===== src/spo_pkg.sv =====
// Constants and types for the sync pulse output control block
package spo_pkg;
  // Register byte addresses
  localparam logic [31:0] SPO_A_PDEV    = 32'h4401_0932;
  localparam logic [31:0] SPO_A_TDEP    = 32'h4401_0934;
  localparam logic [31:0] SPO_A_PDEP    = 32'h4401_0935;
  localparam logic [31:0] SPO_A_OWN     = 32'h4401_0980;
  localparam logic [31:0] SPO_A_ACT     = 32'h4401_0981;
  localparam logic [31:0] SPO_A_PLEN    = 32'h4401_0982;
  localparam logic [31:0] SPO_A_STAT    = 32'h4401_0984;
  localparam logic [31:0] SPO_A_PSTAT   = 32'h4401_098e;
  localparam logic [31:0] SPO_A_SSTAT   = 32'h4401_098f;
  localparam logic [31:0] SPO_A_START   = 32'h4401_0990;
  localparam logic [31:0] SPO_A_CYC     = 32'h4401_09a0;
  localparam logic [31:0] SPO_A_SCYC    = 32'h4401_09a4;
  // Reset values
  localparam logic [3:0]  SPO_TDEP_RST  = 4'h4;
  localparam logic [3:0]  SPO_PDEP_RST  = 4'hc;
  // Ownership and activation bit positions
  localparam int SPO_B_CAPTURE_UNIT_A_OWNER = 4;
  localparam int SPO_B_DBG    = 7;
  localparam int SPO_B_NEAR   = 6;
  localparam int SPO_B_PLAUS  = 5;
  localparam int SPO_B_EXT    = 4;
  localparam int SPO_B_AUTO   = 3;
  localparam int SPO_B_SEC    = 2;
  localparam int SPO_B_PRI    = 1;
  localparam int SPO_B_ACT    = 0;
  // Byte index that completes a start time write
  localparam logic [2:0]  SPO_START_LO_LAST = 3'h3;
  localparam logic [2:0]  SPO_START_HI_LAST = 3'h7;
  // Deviation bound offset and short window width
  localparam logic [15:0] SPO_DEV_OFS   = 16'h007f;
  localparam int          SPO_NEAR_SHORT_BIT = 31;
  // Pulse timing
  localparam int          SPO_CLK_NS    = 25;
  localparam int          SPO_LEN_STEP_NS = 10;
  localparam logic [19:0] SPO_CLK_STEP  = 20'(SPO_CLK_NS);
  localparam logic [3:0]  SPO_LEN_MUL   = 4'(SPO_LEN_STEP_NS);
  // Unit state
  typedef enum logic [3:0] {
    SPO_OFF   = 4'b0001,
    SPO_ARMED = 4'b0010,
    SPO_RUN   = 4'b0100,
    SPO_DONE  = 4'b1000
  } spo_unit_e;
endpackage


===== src/spo_ctrl.sv =====
// Sync pulse output unit: configuration, status and pulse timing
module spo_ctrl (
  // Clock and reset
  input  wire logic               ref_clk,
  input  wire logic               rst,
  // Register access
  input  wire logic [31:0]        reg_addr,
  input  wire logic               reg_wr,
  input  wire logic               reg_rd,
  input  wire logic [7:0]         reg_wdata,
  input  wire logic               reg_from_host,
  output logic [7:0]              reg_rdata_q,
  // Time base and filter samples
  input  wire logic [63:0]        sys_time,
  input  wire logic [14:0]        speed_count_start,
  input  wire logic [15:0]        period_sample,
  input  wire logic               period_sample_vld,
  input  wire logic [31:0]        time_diff_sample,
  input  wire logic               time_diff_vld,
  input  wire logic [15:0]        pulse_duration,
  // Latch interrupts
  input  wire logic [1:0]         latch_irq_in,
  output logic [1:0]              latch_irq_master_q,
  output logic [1:0]              latch_irq_host_q,
  // Outputs
  output logic [31:0]             mean_time_difference_q,
  output logic                    primary_timing_pulse,
  output logic                    secondary_timing_pulse
);
  import spo_pkg::*;

  //////////////////////////////////////////////////////////////////
  // Helpers
  // Moving average step
  function automatic logic [31:0] f_avg(input logic [31:0] acc,
                                        input logic [31:0] smp,
                                        input logic [3:0] dep);
    logic signed [31:0] d;
    d = $signed(smp) - $signed(acc);
    return acc + 32'(d >>> dep);
  endfunction

  // Time reached when now minus target is not negative
  function automatic logic f_reached(input logic [63:0] now, input logic [63:0] t);
    logic [63:0] d;
    d = now - t;
    return ~d[63];
  endfunction

  // Byte of a word by index
  function automatic logic [7:0] f_byte(input logic [63:0] v, input logic [2:0] i);
    return v[{i, 3'h0} +: 8];
  endfunction

  //////////////////////////////////////////////////////////////////
  // State
  logic [3:0]  tdep_q, tdep_d, pdep_q, pdep_d;
  logic [1:0]  lown_q, lown_d;
  logic        pown_q, pown_d;
  logic [6:0]  act_q, act_d;
  logic [31:0] tacc_d, pacc_q, pacc_d;
  logic [15:0] pdev_q, pdev_d;
  logic [63:0] start_q, start_d, next_q, next_d, snext_q, snext_d;
  logic [31:0] cyc_q, cyc_d, scyc_q, scyc_d;
  logic        sarm_q, sarm_d, plaus_q, plaus_d;
  logic [1:0]  pend_q, pend_d, sync_q, sync_d;
  logic [19:0] el_q [2];
  logic [19:0] el_d [2];
  logic [7:0]  rdata_d;
  logic [1:0]  irqm_d, irqh_d;
  spo_unit_e   st_q, st_d;

  // Decode and helper terms
  logic        owner_ok, wr_ok, mst_wr;
  logic [31:0] ofs;
  logic [2:0]  bi;
  logic [1:0]  fire;
  logic [63:0] dstart;
  logic        out_win;
  logic [19:0] len_ns;
  logic signed [31:0] lim;

  assign primary_timing_pulse   = sync_q[0];
  assign secondary_timing_pulse = sync_q[1];

  //////////////////////////////////////////////////////////////////
  // Next state
  always_comb begin
    tdep_d  = tdep_q;
    pdep_d  = pdep_q;
    lown_d  = lown_q;
    pown_d  = pown_q;
    act_d   = act_q;
    tacc_d  = mean_time_difference_q;
    pacc_d  = pacc_q;
    pdev_d  = pdev_q;
    start_d = start_q;
    next_d  = next_q;
    snext_d = snext_q;
    cyc_d   = cyc_q;
    scyc_d  = scyc_q;
    sarm_d  = sarm_q;
    plaus_d = plaus_q;
    pend_d  = pend_q;
    sync_d  = sync_q;
    el_d    = el_q;
    st_d    = st_q;
    rdata_d = 8'h00;
    fire    = 2'b00;
    ofs     = reg_addr - SPO_A_START;
    bi      = ofs[2:0];
    owner_ok = (reg_from_host == pown_q);
    wr_ok    = reg_wr && owner_ok;
    mst_wr   = reg_wr && !reg_from_host;
    irqm_d = latch_irq_in & ~lown_q;
    irqh_d = latch_irq_in & lown_q;
    dstart = start_q - sys_time;
    out_win = act_q[SPO_B_NEAR] ? (dstart[63:SPO_NEAR_SHORT_BIT] != '0) : dstart[63];
    // Widen before the product so long pulses do not wrap
    len_ns = 20'(pulse_duration) * 20'(SPO_LEN_MUL);
    lim = 32'($signed({1'b0, speed_count_start}) - $signed({1'b0, SPO_DEV_OFS}));

    if (time_diff_vld) begin
      tacc_d = f_avg(mean_time_difference_q, time_diff_sample, tdep_q);
    end
    if (period_sample_vld) begin
      pacc_d = f_avg(pacc_q, 32'($signed(period_sample)), pdep_q);
      if ($signed(pacc_d) > lim) begin
        pdev_d = lim[15:0];
      end else if ($signed(pacc_d) < -lim) begin
        pdev_d = 16'(-lim);
      end else begin
        pdev_d = pacc_d[15:0];
      end
    end

    // Register writes
    if (mst_wr && reg_addr == SPO_A_TDEP) begin
      tdep_d = reg_wdata[3:0];
      tacc_d = '0;
    end
    if (mst_wr && reg_addr == SPO_A_PDEP) begin
      pdep_d = reg_wdata[3:0];
      pacc_d = '0;
      pdev_d = '0;
    end
    if (mst_wr && reg_addr == SPO_A_OWN) begin
      lown_d = reg_wdata[SPO_B_CAPTURE_UNIT_A_OWNER +: 2];
      pown_d = reg_wdata[0];
    end
    if (wr_ok && reg_addr == SPO_A_ACT) begin
      act_d = reg_wdata[6:0];
      if (reg_wdata[SPO_B_DBG]) begin
        fire = reg_wdata[SPO_B_SEC:SPO_B_PRI];
      end
    end
    if (wr_ok && !act_q[SPO_B_ACT] && ofs < 32'd8) begin
      start_d[{bi, 3'h0} +: 8] = reg_wdata;
      if (bi == SPO_START_LO_LAST && act_q[SPO_B_EXT]) begin
        start_d[63:32] = sys_time[63:32] + 32'(start_d[31:0] < sys_time[31:0]);
      end
      if ((bi == SPO_START_HI_LAST || (bi == SPO_START_LO_LAST && act_q[SPO_B_EXT]))
          && act_q[SPO_B_AUTO]) begin
        act_d[SPO_B_ACT] = 1'b1;
      end
    end
    if (wr_ok && reg_addr >= SPO_A_CYC && reg_addr < SPO_A_SCYC) begin
      cyc_d[{reg_addr[1:0], 3'h0} +: 8] = reg_wdata;
    end
    if (wr_ok && reg_addr >= SPO_A_SCYC && reg_addr < SPO_A_SCYC + 32'd4) begin
      scyc_d[{reg_addr[1:0], 3'h0} +: 8] = reg_wdata;
    end

    // Unit sequencing
    unique case (st_q)
      SPO_OFF: begin
        if (act_q[SPO_B_ACT]) begin
          st_d    = SPO_ARMED;
          plaus_d = out_win;
          pend_d  = 2'b11;
          next_d  = start_q;
        end
      end
      SPO_ARMED: begin
        if (f_reached(sys_time, next_q) || (act_q[SPO_B_PLAUS] && plaus_q)) begin
          fire[0] = act_q[SPO_B_PRI];
          pend_d[0] = 1'b0;
          next_d  = sys_time + 64'(cyc_q);
          st_d    = (cyc_q == '0) ? SPO_DONE : SPO_RUN;
        end
      end
      SPO_RUN: begin
        if (f_reached(sys_time, next_q)) begin
          fire[0] = act_q[SPO_B_PRI];
          next_d  = next_q + 64'(cyc_q);
        end
      end
      SPO_DONE: begin
      end
    endcase
    if (st_q != SPO_OFF && st_d != SPO_ARMED && st_q != st_d && st_q == SPO_ARMED
        || (st_q == SPO_RUN && f_reached(sys_time, next_q))) begin
      snext_d = sys_time + 64'(scyc_q);
      sarm_d  = act_q[SPO_B_SEC];
    end
    if (sarm_q && f_reached(sys_time, snext_q)) begin
      fire[1]   = 1'b1;
      pend_d[1] = 1'b0;
      sarm_d    = 1'b0;
    end

    // Pulse shaping per output
    for (int i = 0; i < 2; i++) begin
      if (fire[i]) begin
        sync_d[i] = 1'b1;
        el_d[i]   = '0;
      end else if (sync_q[i] && pulse_duration != '0) begin
        el_d[i] = el_q[i] + SPO_CLK_STEP;
        if (el_d[i] >= len_ns) begin
          sync_d[i] = 1'b0;
        end
      end
    end
    if (reg_rd && reg_from_host && pulse_duration == '0) begin
      if (reg_addr == SPO_A_PSTAT) begin
        sync_d[0] = fire[0];
      end
      if (reg_addr == SPO_A_SSTAT) begin
        sync_d[1] = fire[1];
      end
    end

    if (!act_q[SPO_B_ACT]) begin
      st_d   = SPO_OFF;
      pend_d = 2'b00;
      sarm_d = 1'b0;
      if (st_q != SPO_OFF) begin
        sync_d = 2'b00;
      end
    end

    // Read data
    if (reg_rd) begin
      if (reg_addr == SPO_A_PDEV || reg_addr == SPO_A_PDEV + 32'd1) begin
        rdata_d = f_byte({48'h0, pdev_q}, {2'b00, reg_addr[0]});
      end else if (reg_addr == SPO_A_TDEP) begin
        rdata_d = {4'h0, tdep_q};
      end else if (reg_addr == SPO_A_PDEP) begin
        rdata_d = {4'h0, pdep_q};
      end else if (reg_addr == SPO_A_OWN) begin
        rdata_d = {2'b00, lown_q, 3'b000, pown_q};
      end else if (reg_addr == SPO_A_ACT) begin
        rdata_d = {1'b0, act_q};
      end else if (reg_addr == SPO_A_PLEN || reg_addr == SPO_A_PLEN + 32'd1) begin
        rdata_d = f_byte({48'h0, pulse_duration}, {2'b00, reg_addr[0]});
      end else if (reg_addr == SPO_A_STAT) begin
        rdata_d = {5'h00, plaus_q & act_q[SPO_B_ACT], pend_q[1], pend_q[0]};
      end else if (reg_addr == SPO_A_PSTAT) begin
        rdata_d = {7'h00, sync_q[0] & (pulse_duration == '0)};
      end else if (reg_addr == SPO_A_SSTAT) begin
        rdata_d = {7'h00, sync_q[1] & (pulse_duration == '0)};
      end else if (ofs < 32'd8) begin
        rdata_d = f_byte(act_q[SPO_B_ACT] ? next_q : start_q, bi);
      end else if (reg_addr >= SPO_A_CYC && reg_addr < SPO_A_SCYC) begin
        rdata_d = f_byte({32'h0, cyc_q}, {1'b0, reg_addr[1:0]});
      end else if (reg_addr >= SPO_A_SCYC && reg_addr < SPO_A_SCYC + 32'd4) begin
        rdata_d = f_byte({32'h0, scyc_q}, {1'b0, reg_addr[1:0]});
      end
    end
  end

  //////////////////////////////////////////////////////////////////
  // Registers
  always_ff @(posedge ref_clk or posedge rst) begin
    if (rst) begin
      tdep_q <= SPO_TDEP_RST;
      pdep_q <= SPO_PDEP_RST;
      lown_q <= '0;
      pown_q <= 1'b0;
      act_q  <= '0;
      mean_time_difference_q <= '0;
      pacc_q <= '0;
      pdev_q <= '0;
      start_q <= '0;
      next_q <= '0;
      snext_q <= '0;
      cyc_q  <= '0;
      scyc_q <= '0;
      sarm_q <= 1'b0;
      plaus_q <= 1'b0;
      pend_q <= '0;
      sync_q <= '0;
      el_q[0] <= '0;
      el_q[1] <= '0;
      st_q   <= SPO_OFF;
      reg_rdata_q <= '0;
      latch_irq_master_q <= '0;
      latch_irq_host_q <= '0;
    end else begin
      tdep_q <= tdep_d;
      pdep_q <= pdep_d;
      lown_q <= lown_d;
      pown_q <= pown_d;
      act_q  <= act_d;
      mean_time_difference_q <= tacc_d;
      pacc_q <= pacc_d;
      pdev_q <= pdev_d;
      start_q <= start_d;
      next_q <= next_d;
      snext_q <= snext_d;
      cyc_q  <= cyc_d;
      scyc_q <= scyc_d;
      sarm_q <= sarm_d;
      plaus_q <= plaus_d;
      pend_q <= pend_d;
      sync_q <= sync_d;
      el_q   <= el_d;
      st_q   <= st_d;
      reg_rdata_q <= rdata_d;
      latch_irq_master_q <= irqm_d;
      latch_irq_host_q <= irqh_d;
    end
  end
endmodule


===== config.mk =====
export PLATFORM = sky130hd
export DESIGN_NAME = spo_ctrl
export DESIGN_NICKNAME = d
export VERILOG_FILES = /design/src/spo_pkg.sv /design/src/spo_ctrl.sv
export SDC_FILE = /design/constraint.sdc
export NUM_CORES = 2
export LEC_CHECK = 0
export BUFFER_PORTS_ARGS = -buffer_cell sky130_fd_sc_hd__clkbuf_2
export CAP_MARGIN = 20
export CORE_MARGIN = 1
export CORE_UTILIZATION = 25
export DETAILED_ROUTE_END_ITERATION = 8
export SYNTH_ARGS = -nofsm -noshare
export SYNTH_HDL_FRONTEND = slang
export SYNTH_SLANG_ARGS = --single-unit

===== constraint.sdc =====
create_clock -name ref_clk -period 11.1 [get_ports ref_clk]
set_input_delay 0.555 -clock ref_clk [delete_from_list [all_inputs] [get_ports ref_clk]]
set_output_delay 0.555 -clock ref_clk [all_outputs]
set_load 0.02 [all_outputs]

== Word level (Yosys, flattened, before mapping) ==
Cells that the tools add are included.
Operators by class
  reduce and logical (&&, ||, !) cells: 45
  shift operators: 11
  bitwise operators: 8
  add/sub/neg operators: 18
  $lt $le $gt $ge: 10
  multiplexer cells: 68
  multiply operators: 1
  equal/unequal tests: 27
Operator list (number)
  == test 32 x 31 -> 1 bit, second input constant: 11
  two-way mux 64 bit: 4
  adder 64 x 32 -> 64 bit: 3
  case mux 64 bit (3 select lines): 1
  subtractor 64 bit: 3
  two-way mux 32 bit: 5
  variable part select 64 x 5 -> 8 bit: 2
  variable part select 64 x 6 -> 8 bit: 2
  two-way mux 8 bit: 13
  two-way mux 20 bit: 4
  adder 32 bit: 2
  bitwise mux 32 bit: 2
  bitwise mux 64 bit: 1
  greater-or-equal comparator 32 x 31 -> 1 bit, second input constant: 2
  < comparator 32 x 31 -> 1 bit, second input constant: 2
  < comparator 32 bit: 2
  two-way mux 16 bit: 4
  variable shift 8 x 8 -> 64 bit, first input constant: 1
  variable part select 64 x 7 -> 8 bit: 1
  variable part select 8 x 8 -> 64 bit: 1
  >>> shifter 32 x 4 -> 32 bit: 2
  adder 20 x 5 -> 20 bit, second input constant: 2
  greater-or-equal comparator 20 bit: 2
  nonzero test 33 bit: 1
  44 further kinds: 115
Word-level totals
  bits of input ports: 192
  register bits: 416
  word-level logic and storage cells: 213
  output and inout port bits: 46

== Logic depth before layout (Yosys ltp) ==
  depth in word-level cells: 15
  depth in mapped cells: 46
  gate-level depth less buffers: 43

== Worst setup path after synthesis ==
Ideal clock, no wire load.
  path type: input -> register
  start point: in period_sample[0]
  end point: reg pdev_q[10]
  library setup time: 132 ps
  arrival time: 8185 ps
  required time: 10968 ps
  path slack: 2783 ps
  cell stages on the path: 42
  buffers on the path: 1
  cell sequence: inv_1 > ha_1 > inv_1 > fa_1 > a21o_1 > a21oi_1 > o21ai_0 > a31o_2 > o21a_1 > a31oi_1 > o21ai_0 > xnor2_1 > mux2_2 > mux4_2 > nor2_1 > a31oi_1 > ha_1 > and3_1 > [6 not listed] > nand2b_1 > a21oi_1 > o21bai_1 > a21oi_1 > xnor2_1 > ha_1 > nor2b_1 > o21ai_0 > nand2_1 > or4_1 > o21ai_0 > o311ai_1 > o2bb2ai_1 > mux2_2 > buf_2 > nor3_1 > a221oi_1 > nor2_1
Between the ends
  word-level cells in the longest chain between the ends: 8
  elaborated cells on any way between the ends: 9
  classes of those cells: add/sub: 2; order compare: 2; shift: 1; mux: 4
RTL lines
  from (decl): RTL line spo_ctrl.sv:16  | input wire logic [15:0] period_sample,
  subtractor 16 x 32 -> 32 bit (*): RTL line spo_ctrl.sv:39  | d = $signed(smp) - $signed(acc);
  >>> shifter 32 x 4 -> 32 bit (*): RTL line spo_ctrl.sv:40  | return acc + 32'(d >>> dep);
  adder 32 bit (*): RTL line spo_ctrl.sv:40
  < comparator 32 bit: RTL line spo_ctrl.sv:130  | end else if ($signed(pacc_d) < -lim) begin
  two-way mux 16 bit: RTL line spo_ctrl.sv:130
  two-way mux 16 bit (*): RTL line spo_ctrl.sv:128  | if ($signed(pacc_d) > lim) begin
  two-way mux 16 bit (*): RTL line spo_ctrl.sv:126  | if (period_sample_vld) begin
  two-way mux 16 bit (*): RTL line spo_ctrl.sv:142  | if (mst_wr && reg_addr == SPO_A_PDEP) begin
  to (signal assigned): RTL line spo_ctrl.sv:307  | pdev_q <= pdev_d;
  to (decl): RTL line spo_ctrl.sv:62  | logic [15:0] pdev_q, pdev_d;
Every way passes the cells marked *; elsewhere a longest branch is shown, timed or not. The select of a mux whose other input is x is not followed.
A chain may end at the register's enable or synchronous reset.

== Final worst setup path ==
  start point: reg pacc_q[0]
  end point: reg pdev_q[7]
Between the ends
  word-level cells in the longest chain between the ends: 8
  elaborated cells on any way between the ends: 9
  classes of those cells: add/sub: 2; order compare: 2; shift: 1; mux: 4
RTL lines
  from (decl): RTL line spo_ctrl.sv:61  | logic [31:0] tacc_d, pacc_q, pacc_d;
  from (signal assigned): RTL line spo_ctrl.sv:306  | pacc_q <= pacc_d;
  subtractor 16 x 32 -> 32 bit: RTL line spo_ctrl.sv:39
  >>> shifter 32 x 4 -> 32 bit: RTL line spo_ctrl.sv:40
  adder 32 bit (*): RTL line spo_ctrl.sv:40
  < comparator 32 bit: RTL line spo_ctrl.sv:130
  two-way mux 16 bit: RTL line spo_ctrl.sv:130
  two-way mux 16 bit (*): RTL line spo_ctrl.sv:128
  two-way mux 16 bit (*): RTL line spo_ctrl.sv:126
  two-way mux 16 bit (*): RTL line spo_ctrl.sv:142
Marks and branches as above.

==> results.py <==
metrics = {
    "clock_network": {
        "clk_latency_ns": 0.70,
        "cts_tree": "done",
        "clockBufferDepth": 3,
        "numCtsBuffers": 54,
        "clock_tree.root_cell": "clkbuf_16",
        "clkSinkCount": 416,
        "h-tree-depth": 2,
        "clk_pin_slew_ns": 0.06,
        "postCtsSetupRepairBufs": 0,
    },
    "pwr": {
        "ir_worst_vdd_v": 0.0002632,
        "p_per_area_nw_per_um2": 258.2,
        "p_leak_nw": 23.67,
    },
    "layout": {
        "final_cell_area_um2": 51700,
        "regArea_um2": 10420,
        "fillers": 19670,
        "multi_input_area_um2": 33190,
        "area_growth_syn_to_layout_pct": 12.43,
        "nNetsFinal": 6627,
        "drive_above_1_share": 0.09970,
    },
    "setup_path": {
        "cp.arrival_ns": 10.40,
        "r2r_cells": 41,
        "cp_max_fo": 10,
        "worst_path_most_repeated_cell": "a21oi_1",
        "end_kind": "flop",
        "critPathKind": "reg2reg",
        "slowest_delay_ns": 0.72,
        "crit_slowest_cell": "a2111oi_1",
        "start_kind": "flop",
        "cp.required_ns": 11.63,
    },
    "die": {
        "core_area_um2": 182900,
        "die_area_um2": 185700,
        "rows": 157,
        "initial_utilization": 0.2515,
        "die_height_um": 430.9,
        "die_x_um": 430.9,
        "ioPinCount": 238,
    },
    "logic_synthesis": {
        "syn_area_um2": 45990,
        "ys_types": 97,
        "synth_top_family_by_area": "compound AO/OA/AOI/OAI gates",
        "yosys.area.top_type_share": 0.2242,
        "avgSynthCellArea_um2": 7.942,
        "synth-xor-area-share": 0.07202,
        "synth_nets": 6523,
        "synthArstFlopShare": 1.000,
        "yosysTopAreaCell": "dfrtp_1",
        "yosys.area_share.simple": 0.1898,
        "synth_area_leaders": "dfrtp_1 22%, ha_1 15%, nand2_1 5.5%",
        "synth_flop_cell": "dfrtp_1",
        "synthMuxAreaShare": 0.08973,
        "synth_cells": 5790,
        "synth_compound_area_frac": 0.2199,
        "synthAdderAreaFrac": 0.1488,
        "synth-edff-count": 0,
        "synth-seq-area-share": 0.2265,
        "synth_warnings": 0,
        "ys_seq_elements": 416,
    },
    "placement": {
        "routabilityCongestion": 0.9411,
        "port-buffer-count": 237,
        "post-dp-hpwl_um": 139400,
        "dpl-instance-area_um2": 49790,
        "dp_slack_ns": 1.179,
    },
    "global_routing": {
        "grt-ovfl-total": 0,
        "antenna_found_initial": 39,
        "grt_pass1_vias": 42100,
        "met1_usage": 0.2303,
        "grt_start_max_net_pins": 129,
        "grt_pass1_wl_um": 263200,
        "met3_usage": 0.02842,
        "busiest_layer": "met2",
        "grt_use_total": 0.1836,
        "use_met2": 0.2996,
    },
    "timing": {
        "tightest_slew_ns": 1.053,
        "finalMaxSlewViolations": 0,
        "hold_viol": 0,
        "min_period_over_period": 0.8889,
        "setup_viol": 0,
        "fin_hold_ws_ns": 0.1318,
        "finalWorstSetupSlack_ns": 1.233,
        "slew_headroom": 0.2983,
        "period_minus_slack_ns": 9.867,
        "fmax_ghz": 0.1014,
        "setup_tns_ns": 0,
        "rsz0062_at_grt": "no",
        "finalClockSkew_ns": 0.05308,
    },
    "run": {
        "drv_cap": 0,
    },
    "routing": {
        "drt-initial-drc-count": 3755,
        "viasPerCell": 5.243,
        "dr.pass1.iters": 6,
        "num_vias": 44160,
        "drt_wl_total_um": 176400,
        "antenna_left": 0,
        "drc": 0,
        "routedWlPerCell_um": 20.94,
    },
    "status": {
        "outcome": "complete, no violations",
    },
    "hold_path": {
        "worstHoldPathType": "in2reg",
        "holdPathStages": 2,
    },
}
cell usage after synthesis (20+ instances only):
| master | n |
|---|---|
| xor2_1 | 137 |
| a21boi_0 | 21 |
| nand4_1 | 95 |
| o21bai_1 | 33 |
| a211oi_1 | 46 |
| nor3_1 | 99 |
| clkbuf_1 | 200 |
| a31oi_1 | 49 |
| and3_1 | 64 |
| a22oi_1 | 38 |
| nand3_1 | 184 |
| o31ai_1 | 36 |
| a21o_1 | 167 |
| xnor2_1 | 238 |
| a211o_1 | 22 |
| a21oi_1 | 376 |
| nor2_1 | 461 |
| nand2b_1 | 65 |
| o21ai_0 | 487 |
| mux4_2 | 64 |
| dfrtp_1 | 412 |
| nand2_1 | 671 |
| and2_1 | 32 |
| o2111ai_1 | 22 |
| inv_1 | 398 |
| o211ai_1 | 44 |
| or3_1 | 27 |
| mux2_2 | 82 |
| o22ai_1 | 20 |
| ha_1 | 534 |
| buf_1 | 29 |
| nor4_1 | 50 |
| o21a_1 | 80 |
| nor2b_1 | 66 |
| mux2i_1 | 176 |
area by class of cell:
class                      count  share of cell area
sequential                   416              0.2015
inverter                     406             0.02955
multi-input combinational   4728              0.6419
antenna                       21            0.001016
clock buffer                  76             0.03083
timing repair buffer         288             0.03064
tap                         2464             0.05963
clock inverter                24            0.004937
cells in the final DEF, fill, tap and decap left out, drive strengths merged, types with 65 or more instances in the layout:
master and instances:
nand3 185, inv 400, a21oi 377, mux2 82, nor3 99, nor2b 66, nand2 671, ha 534
nand4 95, xnor2 239, dfrtp 412, o21ai 494, xor2 137, clkbuf 312, a21o 167, nor2 461
mux2i 176, nand2b 65, o21a 80
cell families (layout without fill, tap and decap cells):
| kind of cell | count (synthesis) | in the layout |
|---|---|---|
| adder cells (fa/ha/maj) | 543 | 543 |
| multiplexers | 322 | 322 |
| buffers and inverters | 646 | 794 |
| flip-flops | 416 | 416 |
| other | 0 | 21 |
| AO/OA/AOI/OAI | 1603 | 1603 |
| AND/OR/NAND/NOR | 1884 | 1884 |
| XOR/XNOR | 376 | 376 |
worst max-delay path, delay by kind of cell (launching register included):
kind                       cells  cell delay (ns)
buffers and inverters          2             0.14
muxes                          3             0.55
adders and majority gates      4             1.34
AOI/OAI and AO/OA             20             4.62
DFF                            1             0.40
and+or+nand+nor               10             2.17
xor gates and xnor gates       2             0.52
layer usage:
layer | routed length (um) | part of all wire | vias up
met2 | 80500 | 0.46 | 1498
met4 | 10950 | 0.062 | 36
li1 | - | - | 21110
met3 | 11010 | 0.062 | 414
met5 | 226 | 0.0013 | -
met1 | 73680 | 0.42 | 21110
what timing repair did:
action	in CTS	in global routing
gates resized for setup	0	0
endpoints found under the hold margin	12	0
hold buffers	1	0
through the flow:
step	util	power [mW]	cells
detailed placement	0.2723	11.39	8301
finish	0.2827	13.35	8423
global route	0.2826	14.55	8416
floorplan	-	8.918	5790
global placement	0.2722	11.34	8300
CTS	0.2824	13.35	8402
registers in the layout (all words and copies together) (netlist names), 2 cells and up:
signal                  flops
el_q                       40
st_q                        4
latch_irq_host_q            2
next_q                     64
sync_q                      2
pdep_q                      4
lown_q                      2
act_q                       7
mean_time_difference_q     32
start_q                    64
pdev_q                     16
pend_q                      2
cyc_q                      32
reg_rdata_q                 8
snext_q                    64
latch_irq_master_q          2
scyc_q                     32
tdep_q                      4
pacc_q                     32
power by group:
group | switching, mW | internal [mW]
clock network | 0.807 | 1.05
registers | 0.221 | 1.71
logic | 5.77 | 3.78
path summary, 6_finish.rpt:
check,startpoint,endpoint,slack (ns)
worst max-delay path,pacc_q[0],pdev_q[7],1.23
min in group asynchronous,rst,latch_irq_master_q[1],0.44
worst min register to register,snext_q[34],snext_q[34],0.48
worst min-delay path,latch_irq_in[1],latch_irq_master_q[1],0.13
worst max register to register,pacc_q[0],pdev_q[7],1.23
max in group asynchronous,rst,next_q[28],8.16
(Power assumes the default switching activity.)
